**config.mk**
```make
export PLATFORM = sky130hd
export DESIGN_NAME = nfc_irq_ctrl
export DESIGN_NICKNAME = d
export VERILOG_FILES = /design/src/hw/irq_ctrl_pkg.sv /design/src/hw/nfc_irq_ctrl.sv
export VERILOG_INCLUDE_DIRS = /design/src /design/src/hw
export SDC_FILE = /design/constraint.sdc
export NUM_CORES = 1
export LEC_CHECK = 0
export BUFFER_PORTS_ARGS = -buffer_cell sky130_fd_sc_hd__buf_2
export CORE_MARGIN = 2
export CORE_UTILIZATION = 50
export DETAILED_ROUTE_END_ITERATION = 12
export PLACE_DENSITY = 0.85
export SETUP_SLACK_MARGIN = 0.3
export SLEW_MARGIN = 20
export SYNTH_ARGS = -nofsm -noshare
export SYNTH_HDL_FRONTEND = slang
export SYNTH_SLANG_ARGS = --single-unit
```
**constraint.sdc**
```tcl
create_clock -name clk -period 2.3 [get_ports clk]
set_input_delay 0.46 -clock clk [delete_from_list [all_inputs] [get_ports clk]]
set_output_delay 0.46 -clock clk [all_outputs]
set_load 0.1 [all_outputs]
```
**src/hw/irq_ctrl_consts.svh**
```systemverilog
`ifndef IRQ_CTRL_CONSTS_SVH
`define IRQ_CTRL_CONSTS_SVH
// Register addresses of the block.
`define ADDR_FLAGS_FIRST 8'h00
`define ADDR_FLAGS_SECOND 8'h01
`define ADDR_ENABLE_FIRST 8'h02
`define ADDR_ENABLE_SECOND 8'h03
`define ADDR_GENERAL_STATUS 8'h04
`define ADDR_FIFO_THRESHOLD 8'h05
// Field positions in the first flag register.
`define BIT_TRANSMIT_DONE 0
`define BIT_RECEIVE_DONE 1
`define BIT_COMMAND_IDLE 2
`define BIT_FIFO_HIGH 3
`define BIT_FIFO_LOW 4
`define BIT_RECEIVE_ERROR 5
`define BIT_FRAME_START 6
`define BIT_CARD_DETECT 7
// Field positions in the second flag register.
`define BIT_ANY_SOURCE 6
`define BIT_SET_MODE 7
// Reset values.
`define RESET_FLAGS 8'h00
`define RESET_ENABLE 8'h00
`define RESET_THRESHOLD 9'h008
`endif

```
**src/hw/irq_ctrl_pkg.sv**
```systemverilog
package irq_ctrl_pkg;
  // Width of one register.
  typedef logic [7:0] reg_byte_t;
endpackage : irq_ctrl_pkg

```
**src/hw/nfc_irq_ctrl.sv**
```systemverilog
// Decided for this implementation: the register offsets and the address-and-strobe port.
`timescale 1ns/10ps
`include "irq_ctrl_consts.svh"
module nfc_irq_ctrl #(
  parameter int FIFO_AW = 9
) (
  input wire logic clk,
  input wire logic sys_rst,
  input wire logic [7:0] reg_addr,
  input wire logic [7:0] reg_wdata,
  input wire logic reg_wr,
  input wire logic reg_rd,
  output logic [7:0] reg_rdata,
  input wire logic [3:0] timer_underflow,
  input wire logic tx_payload_done,
  input wire logic rx_data_end,
  input wire logic command_finished,
  input wire logic [FIFO_AW:0] fifo_fill,
  input wire logic [7:0] error_bits,
  input wire logic card_detected,
  input wire logic rx_frame_start,
  output logic irq_out
);

  // ----------------------------------------------------------------
  // Storage
  // ----------------------------------------------------------------
  irq_ctrl_pkg::reg_byte_t flags_first_q;   // First flag register.
  irq_ctrl_pkg::reg_byte_t flags_second_q;  // Second flag register.
  irq_ctrl_pkg::reg_byte_t enable_first_q;  // First enable register.
  irq_ctrl_pkg::reg_byte_t enable_second_q; // Second enable register.
  logic [8:0] fifo_threshold_q;              // Threshold with extension in bit 8.
  logic fifo_high_status_q;                  // Previous high status.
  logic fifo_low_status_q;                   // Previous low status.
  logic status_irq_q;                        // Sticky status bit, cleared on read.
  logic [7:0] ev_first;                      // Hardware events, first register.
  logic [7:0] ev_second;                     // Hardware events, second register.
  logic fifo_high_status;                    // Fill reached upper level.
  logic fifo_low_status;                     // Fill reached lower level.
  logic any_enabled;                         // Some enabled source is active.
  logic wr_first;                            // Write to first flag register.
  logic wr_second;                           // Write to second flag register.
  logic [FIFO_AW:0] top_level;               // Upper warning level.

  // ----------------------------------------------------------------
  // FIFO levels
  // ----------------------------------------------------------------
  // The upper level counts down from the buffer top, the lower one up.
  assign top_level = (FIFO_AW + 1)'(1 << FIFO_AW) - (FIFO_AW + 1)'(fifo_threshold_q);
  assign fifo_high_status = fifo_fill >= top_level;
  assign fifo_low_status = fifo_fill <= (FIFO_AW + 1)'(fifo_threshold_q);

  // ----------------------------------------------------------------
  // Event gathering
  // ----------------------------------------------------------------
  // Each source raises a one-cycle event into its flag position.
  always_comb begin
    ev_first = 8'h00;
    ev_first[`BIT_TRANSMIT_DONE] = tx_payload_done;
    ev_first[`BIT_RECEIVE_DONE] = rx_data_end;
    ev_first[`BIT_COMMAND_IDLE] = command_finished;
    ev_first[`BIT_FIFO_HIGH] = fifo_high_status & ~fifo_high_status_q;
    ev_first[`BIT_FIFO_LOW] = fifo_low_status & ~fifo_low_status_q;
    ev_first[`BIT_RECEIVE_ERROR] = |error_bits;
    ev_first[`BIT_FRAME_START] = rx_frame_start;
    ev_first[`BIT_CARD_DETECT] = card_detected;
    ev_second = {4'h0, timer_underflow};
  end

  // Global flag tracks any enabled source other than itself.
  assign any_enabled = |(flags_first_q & enable_first_q) |
    |(flags_second_q[5:0] & enable_second_q[5:0]);

  // Decoded write strobes for the two flag registers.
  assign wr_first = reg_wr && (reg_addr == `ADDR_FLAGS_FIRST);
  assign wr_second = reg_wr && (reg_addr == `ADDR_FLAGS_SECOND);

  // ----------------------------------------------------------------
  // Level history for edge detection
  // ----------------------------------------------------------------
  // Remembers the alert levels so only a rise sets the flags.
  always_ff @(posedge clk) begin
    if (sys_rst) begin
      fifo_high_status_q <= 1'b0;
      fifo_low_status_q <= 1'b0;
    end else begin
      fifo_high_status_q <= fifo_high_status;
      fifo_low_status_q <= fifo_low_status;
    end
  end

  // ----------------------------------------------------------------
  // Flag registers
  // ----------------------------------------------------------------
  // Bit 7 of a write picks set or clear for bits 0 to 6 (0 to 5 in the second register); a hardware
  // event always wins over a clear in the same cycle.
  genvar gi;
  generate
    for (gi = 0; gi < 7; gi++) begin : g_flag
      // One bit of the first flag register: event, then host write.
      always_ff @(posedge clk) begin
        if (sys_rst) begin
          flags_first_q[gi] <= 1'b0;
        end else if (ev_first[gi]) begin
          flags_first_q[gi] <= 1'b1;
        end else if (wr_first && reg_wdata[gi]) begin
          flags_first_q[gi] <= reg_wdata[`BIT_SET_MODE];
        end
      end
      // One bit of the second flag register; the global bit is hardware only.
      always_ff @(posedge clk) begin
        if (sys_rst) begin
          flags_second_q[gi] <= 1'b0;
        end else if (gi == `BIT_ANY_SOURCE) begin
          flags_second_q[gi] <= any_enabled;
        end else if (ev_second[gi]) begin
          flags_second_q[gi] <= 1'b1;
        end else if (wr_second && reg_wdata[gi]) begin
          flags_second_q[gi] <= reg_wdata[`BIT_SET_MODE];
        end
      end
    end
  endgenerate

  // Card detection sits in bit 7 and cannot be reached by the host write.
  always_ff @(posedge clk) begin
    if (sys_rst) begin
      flags_first_q[7] <= 1'b0;
      flags_second_q[7] <= 1'b0;
    end else begin
      flags_second_q[7] <= 1'b0;
      if (ev_first[`BIT_CARD_DETECT]) begin
        flags_first_q[7] <= 1'b1;
      end else if (reg_rd && reg_addr == `ADDR_FLAGS_FIRST) begin
        flags_first_q[7] <= 1'b0;
      end
    end
  end

  // ----------------------------------------------------------------
  // Enable and threshold registers
  // ----------------------------------------------------------------
  // Plain read/write configuration registers.
  // The extension bit of the threshold lives in the general status address,
  // so a write there only touches that one bit.
  always_ff @(posedge clk) begin
    if (sys_rst) begin
      enable_first_q <= `RESET_ENABLE;
      enable_second_q <= `RESET_ENABLE;
      fifo_threshold_q <= `RESET_THRESHOLD;
    end else if (reg_wr) begin
      if (reg_addr == `ADDR_ENABLE_FIRST) begin
        enable_first_q <= reg_wdata;
      end
      if (reg_addr == `ADDR_ENABLE_SECOND) begin
        enable_second_q <= reg_wdata;
      end
      if (reg_addr == `ADDR_FIFO_THRESHOLD) begin
        fifo_threshold_q <= {fifo_threshold_q[8], reg_wdata};
      end
      if (reg_addr == `ADDR_GENERAL_STATUS) begin
        fifo_threshold_q[8] <= reg_wdata[7];
      end
    end
  end

  // ----------------------------------------------------------------
  // Status bit and interrupt pin
  // ----------------------------------------------------------------
  // The status bit is sticky and cleared by a read; a new event wins.
  always_ff @(posedge clk) begin
    if (sys_rst) begin
      status_irq_q <= 1'b0;
    end else if ((|ev_first) || (|ev_second)) begin
      status_irq_q <= 1'b1;
    end else if (reg_rd && reg_addr == `ADDR_GENERAL_STATUS) begin
      status_irq_q <= 1'b0;
    end
  end

  // The pin follows the enabled flags, registered.
  always_ff @(posedge clk) begin
    if (sys_rst) begin
      irq_out <= 1'b0;
    end else begin
      irq_out <= any_enabled |
        (flags_second_q[`BIT_ANY_SOURCE] & enable_second_q[`BIT_ANY_SOURCE]);
    end
  end

  // ----------------------------------------------------------------
  // Read port
  // ----------------------------------------------------------------
  // Read data stand in the cycle after the strobe; unmapped reads give zero.
  // Between reads the port shows zero, so a stale value is never mistaken
  // for fresh data by the host.
  always_ff @(posedge clk) begin
    if (sys_rst) begin
      reg_rdata <= 8'h00;
    end else if (reg_rd) begin
      case (reg_addr)
        `ADDR_FLAGS_FIRST: reg_rdata <= flags_first_q;
        `ADDR_FLAGS_SECOND: reg_rdata <= flags_second_q;
        `ADDR_ENABLE_FIRST: reg_rdata <= enable_first_q;
        `ADDR_ENABLE_SECOND: reg_rdata <= enable_second_q;
        `ADDR_GENERAL_STATUS: reg_rdata <= {fifo_threshold_q[8], 4'h0,
          fifo_high_status, fifo_low_status, status_irq_q};
        `ADDR_FIFO_THRESHOLD: reg_rdata <= fifo_threshold_q[7:0];
        default: reg_rdata <= 8'h00;
      endcase
    end else begin
      reg_rdata <= 8'h00;
    end
  end

  // ----------------------------------------------------------------
  // Checks
  // ----------------------------------------------------------------
  // An underflow of timer 0 must show in its flag on the next edge.
  a_timer_flag_set: assert property (@(posedge clk) disable iff (sys_rst)
    timer_underflow[0] |=> flags_second_q[0]) else $error("timer flag not set");
  // The transmitter end-of-frame pulse sets the transmit flag.
  a_tx_flag_set: assert property (@(posedge clk) disable iff (sys_rst)
    tx_payload_done |=> flags_first_q[0]) else $error("transmit flag not set");
  // Any set error bit sets the error flag.
  a_err_flag_set: assert property (@(posedge clk) disable iff (sys_rst)
    (error_bits != 8'h00) |=> flags_first_q[5]) else $error("error flag not set");
  // A clear write removes the written flag when no event collides.
  a_write_clear: assert property (@(posedge clk) disable iff (sys_rst)
    (wr_first && reg_wdata == 8'h02 && !rx_data_end) |=> !flags_first_q[1])
    else $error("flag not cleared");
  // A set write forces the written flag.
  a_write_set: assert property (@(posedge clk) disable iff (sys_rst)
    (wr_first && reg_wdata == 8'h84) |=> flags_first_q[2]) else $error("flag not set");
  // A flag written as zero keeps its value.
  a_zero_keeps: assert property (@(posedge clk) disable iff (sys_rst)
    (wr_first && !reg_wdata[1] && !rx_data_end) |=> $stable(flags_first_q[1]))
    else $error("unwritten flag changed");
  // An enabled set flag raises the pin one edge later.
  a_pin_follows: assert property (@(posedge clk) disable iff (sys_rst)
    (|(flags_first_q & enable_first_q)) |=> irq_out) else $error("pin not raised");
  // A card detection makes the sticky status bit high.
  a_status_sticky: assert property (@(posedge clk) disable iff (sys_rst)
    card_detected |=> status_irq_q) else $error("status bit not set");
  // The global flag follows the enabled sources.
  a_global_flag: assert property (@(posedge clk) disable iff (sys_rst)
    any_enabled |=> flags_second_q[6]) else $error("global flag not set");

  // ----------------------------------------------------------------
  // Further checks on sources, writes and the read port
  // ----------------------------------------------------------------
  // The end of received data sets the receive flag.
  a_rx_flag_set: assert property (@(posedge clk) disable iff (sys_rst)
    rx_data_end |=> flags_first_q[1])
    else $error("receive flag not set");

  // A finished command sets the idle flag.
  a_idle_flag_set: assert property (@(posedge clk) disable iff (sys_rst)
    command_finished |=> flags_first_q[2])
    else $error("idle flag not set");

  // A frame start sets its flag.
  a_sof_flag_set: assert property (@(posedge clk) disable iff (sys_rst)
    rx_frame_start |=> flags_first_q[6])
    else $error("frame start flag not set");

  // A detected card sets the card flag, even during a read.
  a_card_flag_set: assert property (@(posedge clk) disable iff (sys_rst)
    card_detected |=> flags_first_q[7])
    else $error("card flag not set");

  // A rise of the high status sets the high-alert flag.
  a_high_flag_set: assert property (@(posedge clk) disable iff (sys_rst)
    (fifo_high_status && !fifo_high_status_q) |=> flags_first_q[3])
    else $error("high alert flag not set");

  // A rise of the low status sets the low-alert flag.
  a_low_flag_set: assert property (@(posedge clk) disable iff (sys_rst)
    (fifo_low_status && !fifo_low_status_q) |=> flags_first_q[4])
    else $error("low alert flag not set");

  // The last timer underflow sets the last timer flag.
  a_timer3_flag: assert property (@(posedge clk) disable iff (sys_rst)
    timer_underflow[3] |=> flags_second_q[3])
    else $error("last timer flag not set");

  // With nothing enabled and set, the pin falls.
  a_pin_low: assert property (@(posedge clk) disable iff (sys_rst)
    (!any_enabled && !(flags_second_q[6] && enable_second_q[6])) |=> !irq_out)
    else $error("pin not lowered");

  // A clear write to the second register removes the timer flag.
  a_second_clear: assert property (@(posedge clk) disable iff (sys_rst)
    (wr_second && reg_wdata == 8'h01 && !timer_underflow[0]) |=> !flags_second_q[0])
    else $error("second flag not cleared");

  // A set write to the second register forces the timer flag.
  a_second_set: assert property (@(posedge clk) disable iff (sys_rst)
    (wr_second && reg_wdata == 8'h88) |=> flags_second_q[3])
    else $error("second flag not set");

  // An enable write stores the written byte.
  a_enable_write: assert property (@(posedge clk) disable iff (sys_rst)
    (reg_wr && reg_addr == `ADDR_ENABLE_FIRST) |=> enable_first_q == $past(reg_wdata))
    else $error("enable not stored");

  // A status read with no event clears the sticky bit.
  a_status_clear: assert property (@(posedge clk) disable iff (sys_rst)
    (reg_rd && reg_addr == `ADDR_GENERAL_STATUS && !(|ev_first) && !(|ev_second))
    |=> !status_irq_q) else $error("status bit not cleared");

  // Without a read strobe the read port shows zero.
  a_rdata_idle: assert property (@(posedge clk) disable iff (sys_rst)
    !reg_rd |=> reg_rdata == 8'h00)
    else $error("read data not idle");

  // The global flag drops once no enabled source is left.
  a_global_clear: assert property (@(posedge clk) disable iff (sys_rst)
    !any_enabled |=> !flags_second_q[6])
    else $error("global flag not cleared");

  // A threshold write stores the low eight bits.
  a_threshold_write: assert property (@(posedge clk) disable iff (sys_rst)
    (reg_wr && reg_addr == `ADDR_FIFO_THRESHOLD) |=> fifo_threshold_q[7:0] == $past(reg_wdata))
    else $error("threshold not stored");

  // A timer event also sets the sticky status bit.
  a_event_status: assert property (@(posedge clk) disable iff (sys_rst)
    (|ev_second) |=> status_irq_q)
    else $error("status bit not set by timer");

endmodule : nfc_irq_ctrl

```
Yosys cells after proc, flatten, opt, wreduce, memory -nomap -nowiden
Index checks and enable logic that the tools add are counted.
Widths: inputs -> output; s select.
{ "word_totals": {"out_inout_bits": 9, "wordCells": 112, "inputBits": 47, "register_bits": 52} }
{ "classes": {"n_eq_ne": 5, "order_cmp": 2, "n_reduce_logical": 42, "bitwise_logic": 10, "n_addsub": 1, "mux": 28} }
{ "op_table": {"columns": ["operator", "count"], "rows": [
  ["$pmux 8 s6", 1],
  ["$mux 1", 27],
  ["$reduce_bool 2->1", 13],
  ["$logic_and 1x1->1", 17],
  ["$eq 8x2->1 const B", 2],
  ["$eq 8x3->1 const B", 2],
  ["$reduce_or 8->1", 2],
  ["$reduce_or 15->1", 1],
  ["$ge 10x10->1", 1],
  ["$le 10x9->1", 1],
  ["$sub 10x9->10 const A", 1],
  ["$and 8x8->8", 1],
  ["$eq 8x1->1 const B", 1],
  ["$logic_not 8->1", 1],
  ["$reduce_and 2->1", 4],
  ["$and 6x6->6", 1],
  ["$reduce_or 6->1", 1],
  ["$reduce_or 4->1", 1],
  ["$and 1x1->1", 3],
  ["$not 1->1", 3],
  ["$or 1x1->1", 2],
  ["$reduce_or 2->1", 1],
  ["$logic_or 1x1->1", 1]
]} }

Logic depth before layout (Yosys ltp)
Gate-level depths: netlist of run 1.
{ "depth": {"word_depth": 6, "depth_mapped": 11, "ltp_nobuf": 11} }

Worst setup path after synthesis of run 1
OpenSTA, ideal clock, no wires.
{ "synth_timing": {"kind": "register to register", "startpoint": "register fifo_threshold_q[2]", "endpoint": "register status_irq_q", "arrival_ns": 2.314, "path_buffers": 0, "path_stages_with_launch": 11, "period_less_slack_ns": 2.447, "setup_ns": 0.133, "setup_slack_ns": -0.147, "t_required_ns": 2.167, "path_cell_list": "dfxtp_1 or3_1 nor2_1 nand2_1 nor3_1 xnor2_1 ha_1 and4_1 a221o_1 o21bai_1 a31oi_1"} }
{ "synth_via": {"elab_chain_cells": 6, "elab_cells_between_ends": 9, "classes_between": "add/sub (1); order compare (2); mux (1); bitwise (2); reduce/logical (3)"} }
{ "synth_rtl": {"columns": ["element", "line", "rtl"], "rows": [
  ["from (decl)", "nfc_irq_ctrl.sv:32", "logic [8:0] fifo_threshold_q;"],
  ["from (signal assigned)", "nfc_irq_ctrl.sv:150", "fifo_threshold_q <= `RESET_THRESHOLD;"],
  ["from (signal assigned)", "nfc_irq_ctrl.sv:159", "fifo_threshold_q <= {fifo_threshold_q[8], reg_wdata};"],
  ["$sub 10x9->10", "nfc_irq_ctrl.sv:49", "assign top_level = (FIFO_AW + 1)'(1 << FIFO_AW) - (FIFO_AW + 1)'(fifo_threshold_q);"],
  ["$ge 10x10->1", "nfc_irq_ctrl.sv:50", "assign fifo_high_status = fifo_fill >= top_level;"],
  ["$and 1x1->1", "nfc_irq_ctrl.sv:62", "ev_first[`BIT_FIFO_HIGH] = fifo_high_status & ~fifo_high_status_q;"],
  ["$reduce_or 15->1 *", "nfc_irq_ctrl.sv:174", "end else if ((|ev_first) || (|ev_second)) begin"],
  ["$logic_or 1x1->1 *", "nfc_irq_ctrl.sv:174", null],
  ["$mux 1 or $reduce_bool 2->1 (tied branches)", null, null],
  ["to (signal assigned)", "nfc_irq_ctrl.sv:173", "status_irq_q <= 1'b0;"],
  ["to (signal assigned)", "nfc_irq_ctrl.sv:175", "status_irq_q <= 1'b1;"],
  ["to (signal assigned)", "nfc_irq_ctrl.sv:177", "status_irq_q <= 1'b0;"],
  ["to (decl)", "nfc_irq_ctrl.sv:35", "logic status_irq_q;"]
]} }
Mark *: on every way between the ends. The rest lies on a longest branch, timed or not.
A chain may end at the register's enable or synchronous reset.

Worst setup path in the final report of run 1
{ "layout_timing": {"startpoint": "register fifo_threshold_q[3]", "endpoint": "register flags_first_q[3]"} }
{ "layout_via": {"elab_chain_cells": 4, "elab_cells_between_ends": 5, "classes_between": "add/sub (1); order compare (1); mux (1); bitwise (1); reduce/logical (1)"} }
{ "layout_rtl": {"columns": ["element", "line", "rtl"], "rows": [
  ["$sub 10x9->10 *", "nfc_irq_ctrl.sv:49", null],
  ["$ge 10x10->1 *", "nfc_irq_ctrl.sv:50", null],
  ["$and 1x1->1 *", "nfc_irq_ctrl.sv:62", null],
  ["$mux 1 or $reduce_bool 2->1 (tied branches)", null, null],
  ["to (signal, indexed assignment)", "nfc_irq_ctrl.sv:107", "flags_first_q[gi] <= reg_wdata[`BIT_SET_MODE];"],
  ["to (decl)", "nfc_irq_ctrl.sv:28", "irq_ctrl_pkg::reg_byte_t flags_first_q;"]
]} }
Marks and branches as above.

==> results of run 1 <==
==> flip-flops by register name, summed over array words and instances, names as in the netlist <==
register,cells
enable_first_q,8
enable_second_q,8
fifo_high_status_q,1
fifo_low_status_q,1
fifo_threshold_q,9
flags_first_q,8
flags_second_q,7
irq_out,1
reg_rdata,8
status_irq_q,1
==> what timing repair did <==
action | 4_1_cts | 5_1_grt
endpoints found under the setup margin | 6 | 12
hold buffers | 0 | 0
resized for setup | 4 | 11
pin swaps | 7 | 8
buffers inserted | 2 | 4
==> placed cells by master, fill, tap and decap left out, types with 2 or more instances in the layout <==
master	instances
a211oi_1	9
a21oi_1	20
a221oi_1	3
a22o_1	4
a22oi_1	9
a31oi_1	4
and4_1	2
buf_2	55
buf_4	25
clkbuf_8	6
dfxtp_1	48
dfxtp_2	4
ha_1	18
inv_1	11
mux2i_1	22
mux4_2	7
nand2_1	17
nand2_2	2
nand2b_1	2
nand3_1	22
nand4_1	7
nand4b_1	2
nor2_1	40
nor3_1	12
nor4_1	2
o21ai_0	2
o21bai_1	3
xnor2_1	6
==> cell type report <==
class / count / share of cell area
Multi-Input combinational cell: 240 / 0.503
Sequential cell: 52 / 0.292
Timing Repair Buffer: 81 / 0.132
Tap cell: 75 / 0.0262
Clock buffer: 6 / 0.0230
Inverter: 12 / 0.0126
Clock inverter: 2 / 0.0108
==> worst max-delay path by stage <==
stage	from	endpoint	slack, ps	depth (start not counted)
after floorplan	fifo_threshold_q[2]	status_irq_q	-20	10
after global placement	fifo_threshold_q[3]	status_irq_q	-70	10
after detailed placement	fifo_threshold_q[3]	status_irq_q	-190	10
after CTS	fifo_threshold_q[3]	status_irq_q	-120	10
after global routing	fifo_threshold_q[3]	status_irq_q	-290	10
final	fifo_threshold_q[3]	flags_first_q[3]	-190	12
==> power by group <==
| part | switching (uW) | internal, uW | total (uW) | leakage (uW) |
|---|---|---|---|---|
| Sequential | 14.9 | 919 | 933 | 0.000424 |
| Combinational | 117 | 93.6 | 210 | 0.00107 |
| Clock | 313 | 356 | 669 | 0.0000614 |
==> worst max-delay path: cells and delay by family (launching register included) <==
family,cells,cell delay (ps)
buf+inv,1,120
fa+ha+maj,1,320
compound gates,3,480
flops,1,330
simple gates,7,1190
==> per-layer routing <==
layer	track usage	vias to the layer above
li1	-	1336
met1	0.310	1321
met2	0.411	112
met3	0.0422	14
met4	0.0915	0
met5	0	-
==> kinds of logic after synthesis <==
| family | Yosys count | share of synthesized area |
|---|---|---|
| multiplexers | 30 | 0.131 |
| flip-flops | 52 | 0.351 |
| AO/OA/AOI/OAI | 61 | 0.137 |
| XOR/XNOR | 7 | 0.0207 |
| buffers and inverters | 28 | 0.0641 |
| adder cells (fa/ha/maj) | 19 | 0.0801 |
| AND/OR/NAND/NOR | 123 | 0.216 |
==> stage by stage <==
| stage | total power, uW | setup TNS [ps] | setup slack (ps) | utilization | std cells |
|---|---|---|---|---|---|
| finish | 1810 | -711 | -195 | 0.616 | 468 |
| global route | 1860 | -1050 | -290 | 0.616 | 468 |
| CTS | 1800 | -405 | -121 | 0.604 | 464 |
| detailed placement | 1150 | -557 | -188 | 0.578 | 454 |
| global placement | 1140 | -176 | -66.4 | 0.578 | 454 |
| floorplan | 1060 | -38.3 | -21.2 | - | 320 |
==> results.md, run 1 <==
* Aggregate global-route resource usage at 0.243
* Hold slack at between 400 and 500 ps
* Number of global-route vias before repair at between 2k and 3k
* Area delta synth->final at 20.7%
* Commonest cells in the netlist: dfxtp_1 (52), nor2_1 (42), mux2i_1 (22), nand3_1 (22), a21oi_1 (20)
* Seq/Total Area, Yosys at 0.351
* Design area at about 3600 um2
* Reg2Reg Depth at 12
* CTS max path bufs at 2
* CP Launch Type: register
* Min Tclk post-route at 2490 ps
* Clock Sink Count at between 50 and 60
* Root Driver: clkbuf_8
* Final cycle utilization of the critical path at 1.08
* Layout cells sized above 1 at 0.303
* Clk slew on worst S/H paths at 100 ps
* Rel. slew slack at 0.676
* Outcome: finished, violations left
* Final setup viols at 4
* Most common cell on crit path: nand2_2
* ANT nets after route at 0
* Nature of the critical path endpoint: register
* Main area contributors after synthesis: dfxtp_1 (35%), ha_1 (8.0%), mux2i_1 (7.4%)
* Largest net degree at the start of global routing at 19
* CTS H-tree lvls at 2
* Die area at 6570 um2
* Prevailing post-synth register cell: dfxtp_1
* Min-delay src: card_detected
* CTS tree: built
* Max-slew violation count at 0
* Reg2reg start: fifo_threshold_q[3]
* Yosys cell types at 46
* Core footprint at a little under 6000 um2
* Count leader, synth: dfxtp_1
* First-pass GRT wire length at 12.2 mm
* Inserted Diodes at 0
* Post-Syn Nets at 386
* Synth warnings at 0
* Starting density of the core at 0.510
* Failing checks: negative setup slack
* Crit-path max FO at 3
* Syn_area_per_cell at ~9.3 um2
* Power per Cell Area at 506 nW/um2
* GR Overflow Total at 0
* Area of the mapped netlist at 2970 um2
* VDD IR max at 511 uV
* DR vias at 2,783
* Delay of the slowest critical-path stage at roughly 400 ps
* Asr flop ratio synth at 0
* CP Class: reg -> reg
* Hold EP: flags_first_q[7]
* Row cnt at 28
* Gp weighted congestion at 0.907
* Worst Path Arrival at between 2000 and 3000 ps
* Final WS setup at -195 ps
* Hold crit path type: in -> reg
* MaxCap Viol Count at 0
* Number of synthesized flops with an enable pin at 0
* Leakage at between 0.0015 and 0.002 uW
* WL met2 at 3.89 mm
* Slew @ Worst Pin at 489 ps
* Slowest cell on crit path: or3_4
* Number of remaining DRC errors at 0
* Routed wl met3 at 551 um
* Area of the multi-input gates at 1800 um2
* Worst EP required at about 2600 ps
* Uppermost routed layer: met4
* FF-to-FF End: flags_first_q[3]
* Layout fillers at ~500
* Synth area leader: dfxtp_1
* PortBufs at 55
* IO Count at 56
* Clk_skew at 10.5 ps
* Post-Syn Instances at 320
* WL per Instance at 17.0 um
* DRT Wirelength at 7.97 mm
* Wl on met1 at 3.37 mm
* Placed wire-length estimate at around 6.0 mm
* Sequential Area at 1050 um2
* Cts bufs inserted at 5
* Die X at 81.0 um
* FF-to-FF setup slack at -190 ps
* Fmax at 401 MHz
* Final Hold Vio Count at 0
* Die H at 81.0 um
* Via-to-Cell Ratio at 5.95
* First-iteration detailed-routing DRC count at 245
* Cell Chain, Critical Path: or3_4, nor2_4, nand2_2, nor3_4, nand3_1, ha_1, and4_1, buf_4, nand2_2, o22ai_2, o21bai_1, a21oi_1
* Synth Register Bits at 52
* Post-Place Cell Area at 3360 um2
* RSZ-0062 raised after global routing: true
* Clk_lat worst skew at 310 ps
* Post-synth top area share at 0.351
* DR pass1 iterations at 4
* Nets@finish at around 460
* Initial antenna violation count at 0
* Worst hold path depth at 3
(Power assumes the default switching activity.)
==> run 2: changes to the inputs <==
--- a/config.mk
+++ b/config.mk
@@ -8,9 +8,9 @@
 export LEC_CHECK = 0
 export BUFFER_PORTS_ARGS = -buffer_cell sky130_fd_sc_hd__buf_2
 export CORE_MARGIN = 2
-export CORE_UTILIZATION = 50
+export CORE_UTILIZATION = 28
 export DETAILED_ROUTE_END_ITERATION = 12
-export PLACE_DENSITY = 0.85
+export PLACE_DENSITY = 0.57
 export SETUP_SLACK_MARGIN = 0.3
 export SLEW_MARGIN = 20
 export SYNTH_ARGS = -nofsm -noshare
==> run 2 against run 1 <==
  * The run still ends with negative setup slack left
  * Wire length grew 3.3%
  * Clock power shrank 24%
  * Clock skew shrank 4.9 ps
  * First-iteration DRC count shrank 39%
  * Sequential power is essentially flat
  * Via count shrank 4.3%
  * Largest power group unchanged
  * Cell count grew 12%
==> results.md, run 2 (synthesis gave the netlist of run 1 again) <==
* Sw power at 428 uW (was 445 uW)
* Number of remaining DRC errors at 0 (unchanged)
* Sequential Area at 1040 um2 (was 1050 um2)
* Nets@finish at 453 (was 458)
* Total power draw at 1650 uW (was 1810 uW)
* Clk_lat worst skew at 300 ps (was 310 ps)
* Row cnt at 37 (was 28)
* Failing checks: negative setup slack (unchanged)
* CTS max path bufs at 2 (unchanged)
* Largest net degree at the start of global routing at 26 (was 19)
* Hold_buf cts at 0 (unchanged)
* Max reg flops at 9 (unchanged)
* DR pass1 iterations at 4 (unchanged)
* CP Class: reg -> reg (unchanged)
* Fmax at 415 MHz (was 401 MHz)
* Hold slack at 418 ps (was 405 ps)
* First-pass GRT wire length at 13.5 mm (was 12.2 mm)
* Slowest cell on crit path: or3_4 (unchanged)
* Final Hold Vio Count at 0 (unchanged)
* WL per Instance at 15.7 um (was 17.0 um)
* Aggregate global-route resource usage at 0.148 (was 0.243)
* Hold crit path type: in -> reg (unchanged)
* PortBufs at 55 (unchanged)
* Clk_skew at 5.56 ps (was 10.5 ps)
* Area of the multi-input gates at 1810 um2 (was 1800 um2)
* Layout cells sized above 1 at 0.291 (was 0.303)
* Commonest non-fill, non-tap cell in the layout: buf_2 (unchanged)
* Area delta synth->final at 22.1% (was 20.7%)
* VDD IR max at 269 uV (was 511 uV)
* Finished Layout Cells at 524 (was 468)
* GR Overflow Total at 0 (unchanged)
* Cts bufs inserted at 5 (unchanged)
* Cell Chain, Critical Path: or3_4, nor2_4, nand2_2, nor3_4, xnor2_1, ha_1, and4_4, a221o_1, o21bai_2, a31oi_1 (was or3_4, nor2_4, nand2_2, nor3_4, nand3_1, ha_1, and4_1, buf_4, nand2_2, o22ai_2, o21bai_1, a21oi_1)
* DRT Wirelength at 8.24 mm (was 7.97 mm)
* MaxCap Viol Count at 0 (unchanged)
* Final cycle utilization of the critical path at 1.05 (was 1.08)
* Power per Cell Area at 456 nW/um2 (was 506 nW/um2)
* Die H at 107 um (was 81.0 um)
* Crit-path max FO at 3 (unchanged)
* Min-delay src: card_detected (unchanged)
* Max-slew violation count at 0 (unchanged)
* Placed wire-length estimate at 6.36 mm (was 6.04 mm)
* Switching Share at 0.259 (was 0.245)
* Dpl cells at 513 (was 454)
* DR vias at 2,664 (was 2,783)
* Clock Sink Count at 52 (unchanged)
* Layout fillers at 1,063 (was 511)
* Starting density of the core at 0.287 (was 0.510)
* Gp weighted congestion at 0.776 (was 0.907)
* Clk slew on worst S/H paths at 90 ps (was 100 ps)
* Final TNS setup at -307 ps (was -711 ps)
* IO Count at 56 (unchanged)
* Min Tclk post-route at 2410 ps (was 2490 ps)
* Nature of the critical path endpoint: register (unchanged)
* Worst Path Arrival at 2590 ps (was 2750 ps)
* CP Launch Type: register (unchanged)
* Inserted Diodes at 0 (unchanged)
* Die X at 107 um (was 81.0 um)
* CTS tree: built (unchanged)
* Core footprint at 10,300 um2 (was 5820 um2)
* Initial antenna violation count at 0 (unchanged)
* Via-to-Cell Ratio at 5.08 (was 5.95)
* RSZ-0062 raised after global routing: true (unchanged)
* Die area at 11,400 um2 (was 6570 um2)
* Combinational power share at 0.126 (was 0.116)
* Delay of the slowest critical-path stage at 400 ps (about the same)
* Final WS setup at -108 ps (was -195 ps)
* Rel. slew slack at 0.662 (was 0.676)
* Final setup viols at 4 (unchanged)
* Worst EP required at 2480 ps (was 2560 ps)
* Outcome: finished, violations left (unchanged)
* First-iteration detailed-routing DRC count at 150 (was 245)
* CTS H-tree lvls at 2 (unchanged)
* Clock share of power at 0.309 (was 0.369)
* Reg power frac at 0.565 (was 0.515)
* Beginning of the critical path: fifo_threshold_q[3] (unchanged)
* ANT nets after route at 0 (unchanged)
* Root Driver: clkbuf_8 (unchanged)
* Leakage at 0.00153 uW (was 0.00156 uW)
* Reg2reg start: fifo_threshold_q[3] (unchanged)
* Pre-CTS setup slack at -233 ps (was -188 ps)
* P_int at 1220 uW (was 1370 uW)
* Most frequent cells in the layout: buf_2 (54), dfxtp_1 (49), nor2_1 (41) (was buf_2 (55), dfxtp_1 (48), nor2_1 (40))
* Slew @ Worst Pin at 507 ps (was 489 ps)
* Top reg by flops: fifo_threshold_q (unchanged)
* Number of global-route vias before repair at 2,635 (was 2,583)
==> run 2: changes by cell type in the layout (fill, tap and decap cells not counted), sizes merged <==
| cell | before | now |
|---|---|---|
| buf | 81 | 76 |
| clkbuf | 6 | 5 |
| clkinv | 1 | 3 |
| bufinv | 1 | 0 |
==> run 2: metrics by stage <==
step	utilization	cell area [um2]
after floorplan	-	2990
after global placement	0.334	3450
after detailed placement	0.334	3450
after CTS	0.343	3540
after global routing	0.351	3620
final	0.351	3620
==> run 2: timing repair <==
item                       in CTS  in global routing
setup endpoints to repair       4                 10
setup buffers                   1                  2
pin swaps                       6                  9
hold endpoints to repair        0                  0
resized for setup               1                 14
==> run 2: path summary, 6_finish.rpt <==
path | to | slack [ps] | cells past startpoint
setup / recovery | status_irq_q | -110 | 10
hold / removal | flags_first_q[7] | 420 | 3
setup reg to reg | status_irq_q | -110 | 10
hold reg to reg | irq_out | 480 | 2
==> run 2: final cells by class <==
type	instances	area share
multi-input combinational	240	0.499
sequential	52	0.288
timing repair buffer	76	0.129
tap	136	0.0470
clock buffer	5	0.0190
inverter	12	0.0124
clock inverter	3	0.00518
==> run 2: power groups by stage <==
stage               combinational [uW]  sequential, uW  clock, uW
detailed placement                 198             953          0
floorplan                          114             949          0
global route                       230             935        562
global placement                   194             953          0
CTS                                201             932        527
finish                             209             933        510
==> run 2: metal layers <==
layer	vias to the layer above	GRT usage	routed length, um
met5	-	0	0
met4	0	0.0241	63
met3	7	0.0188	307
met2	68	0.258	3970
met1	1269	0.199	3890
li1	1320	-	-
==> run 2: worst max-delay path: cells and delay by family, from the launching register on <==
kind	cells	cell delay, ps
simple gates	5	920
compound gates	3	630
flops	1	320
fa+ha+maj	1	270
xor+xnor	1	160
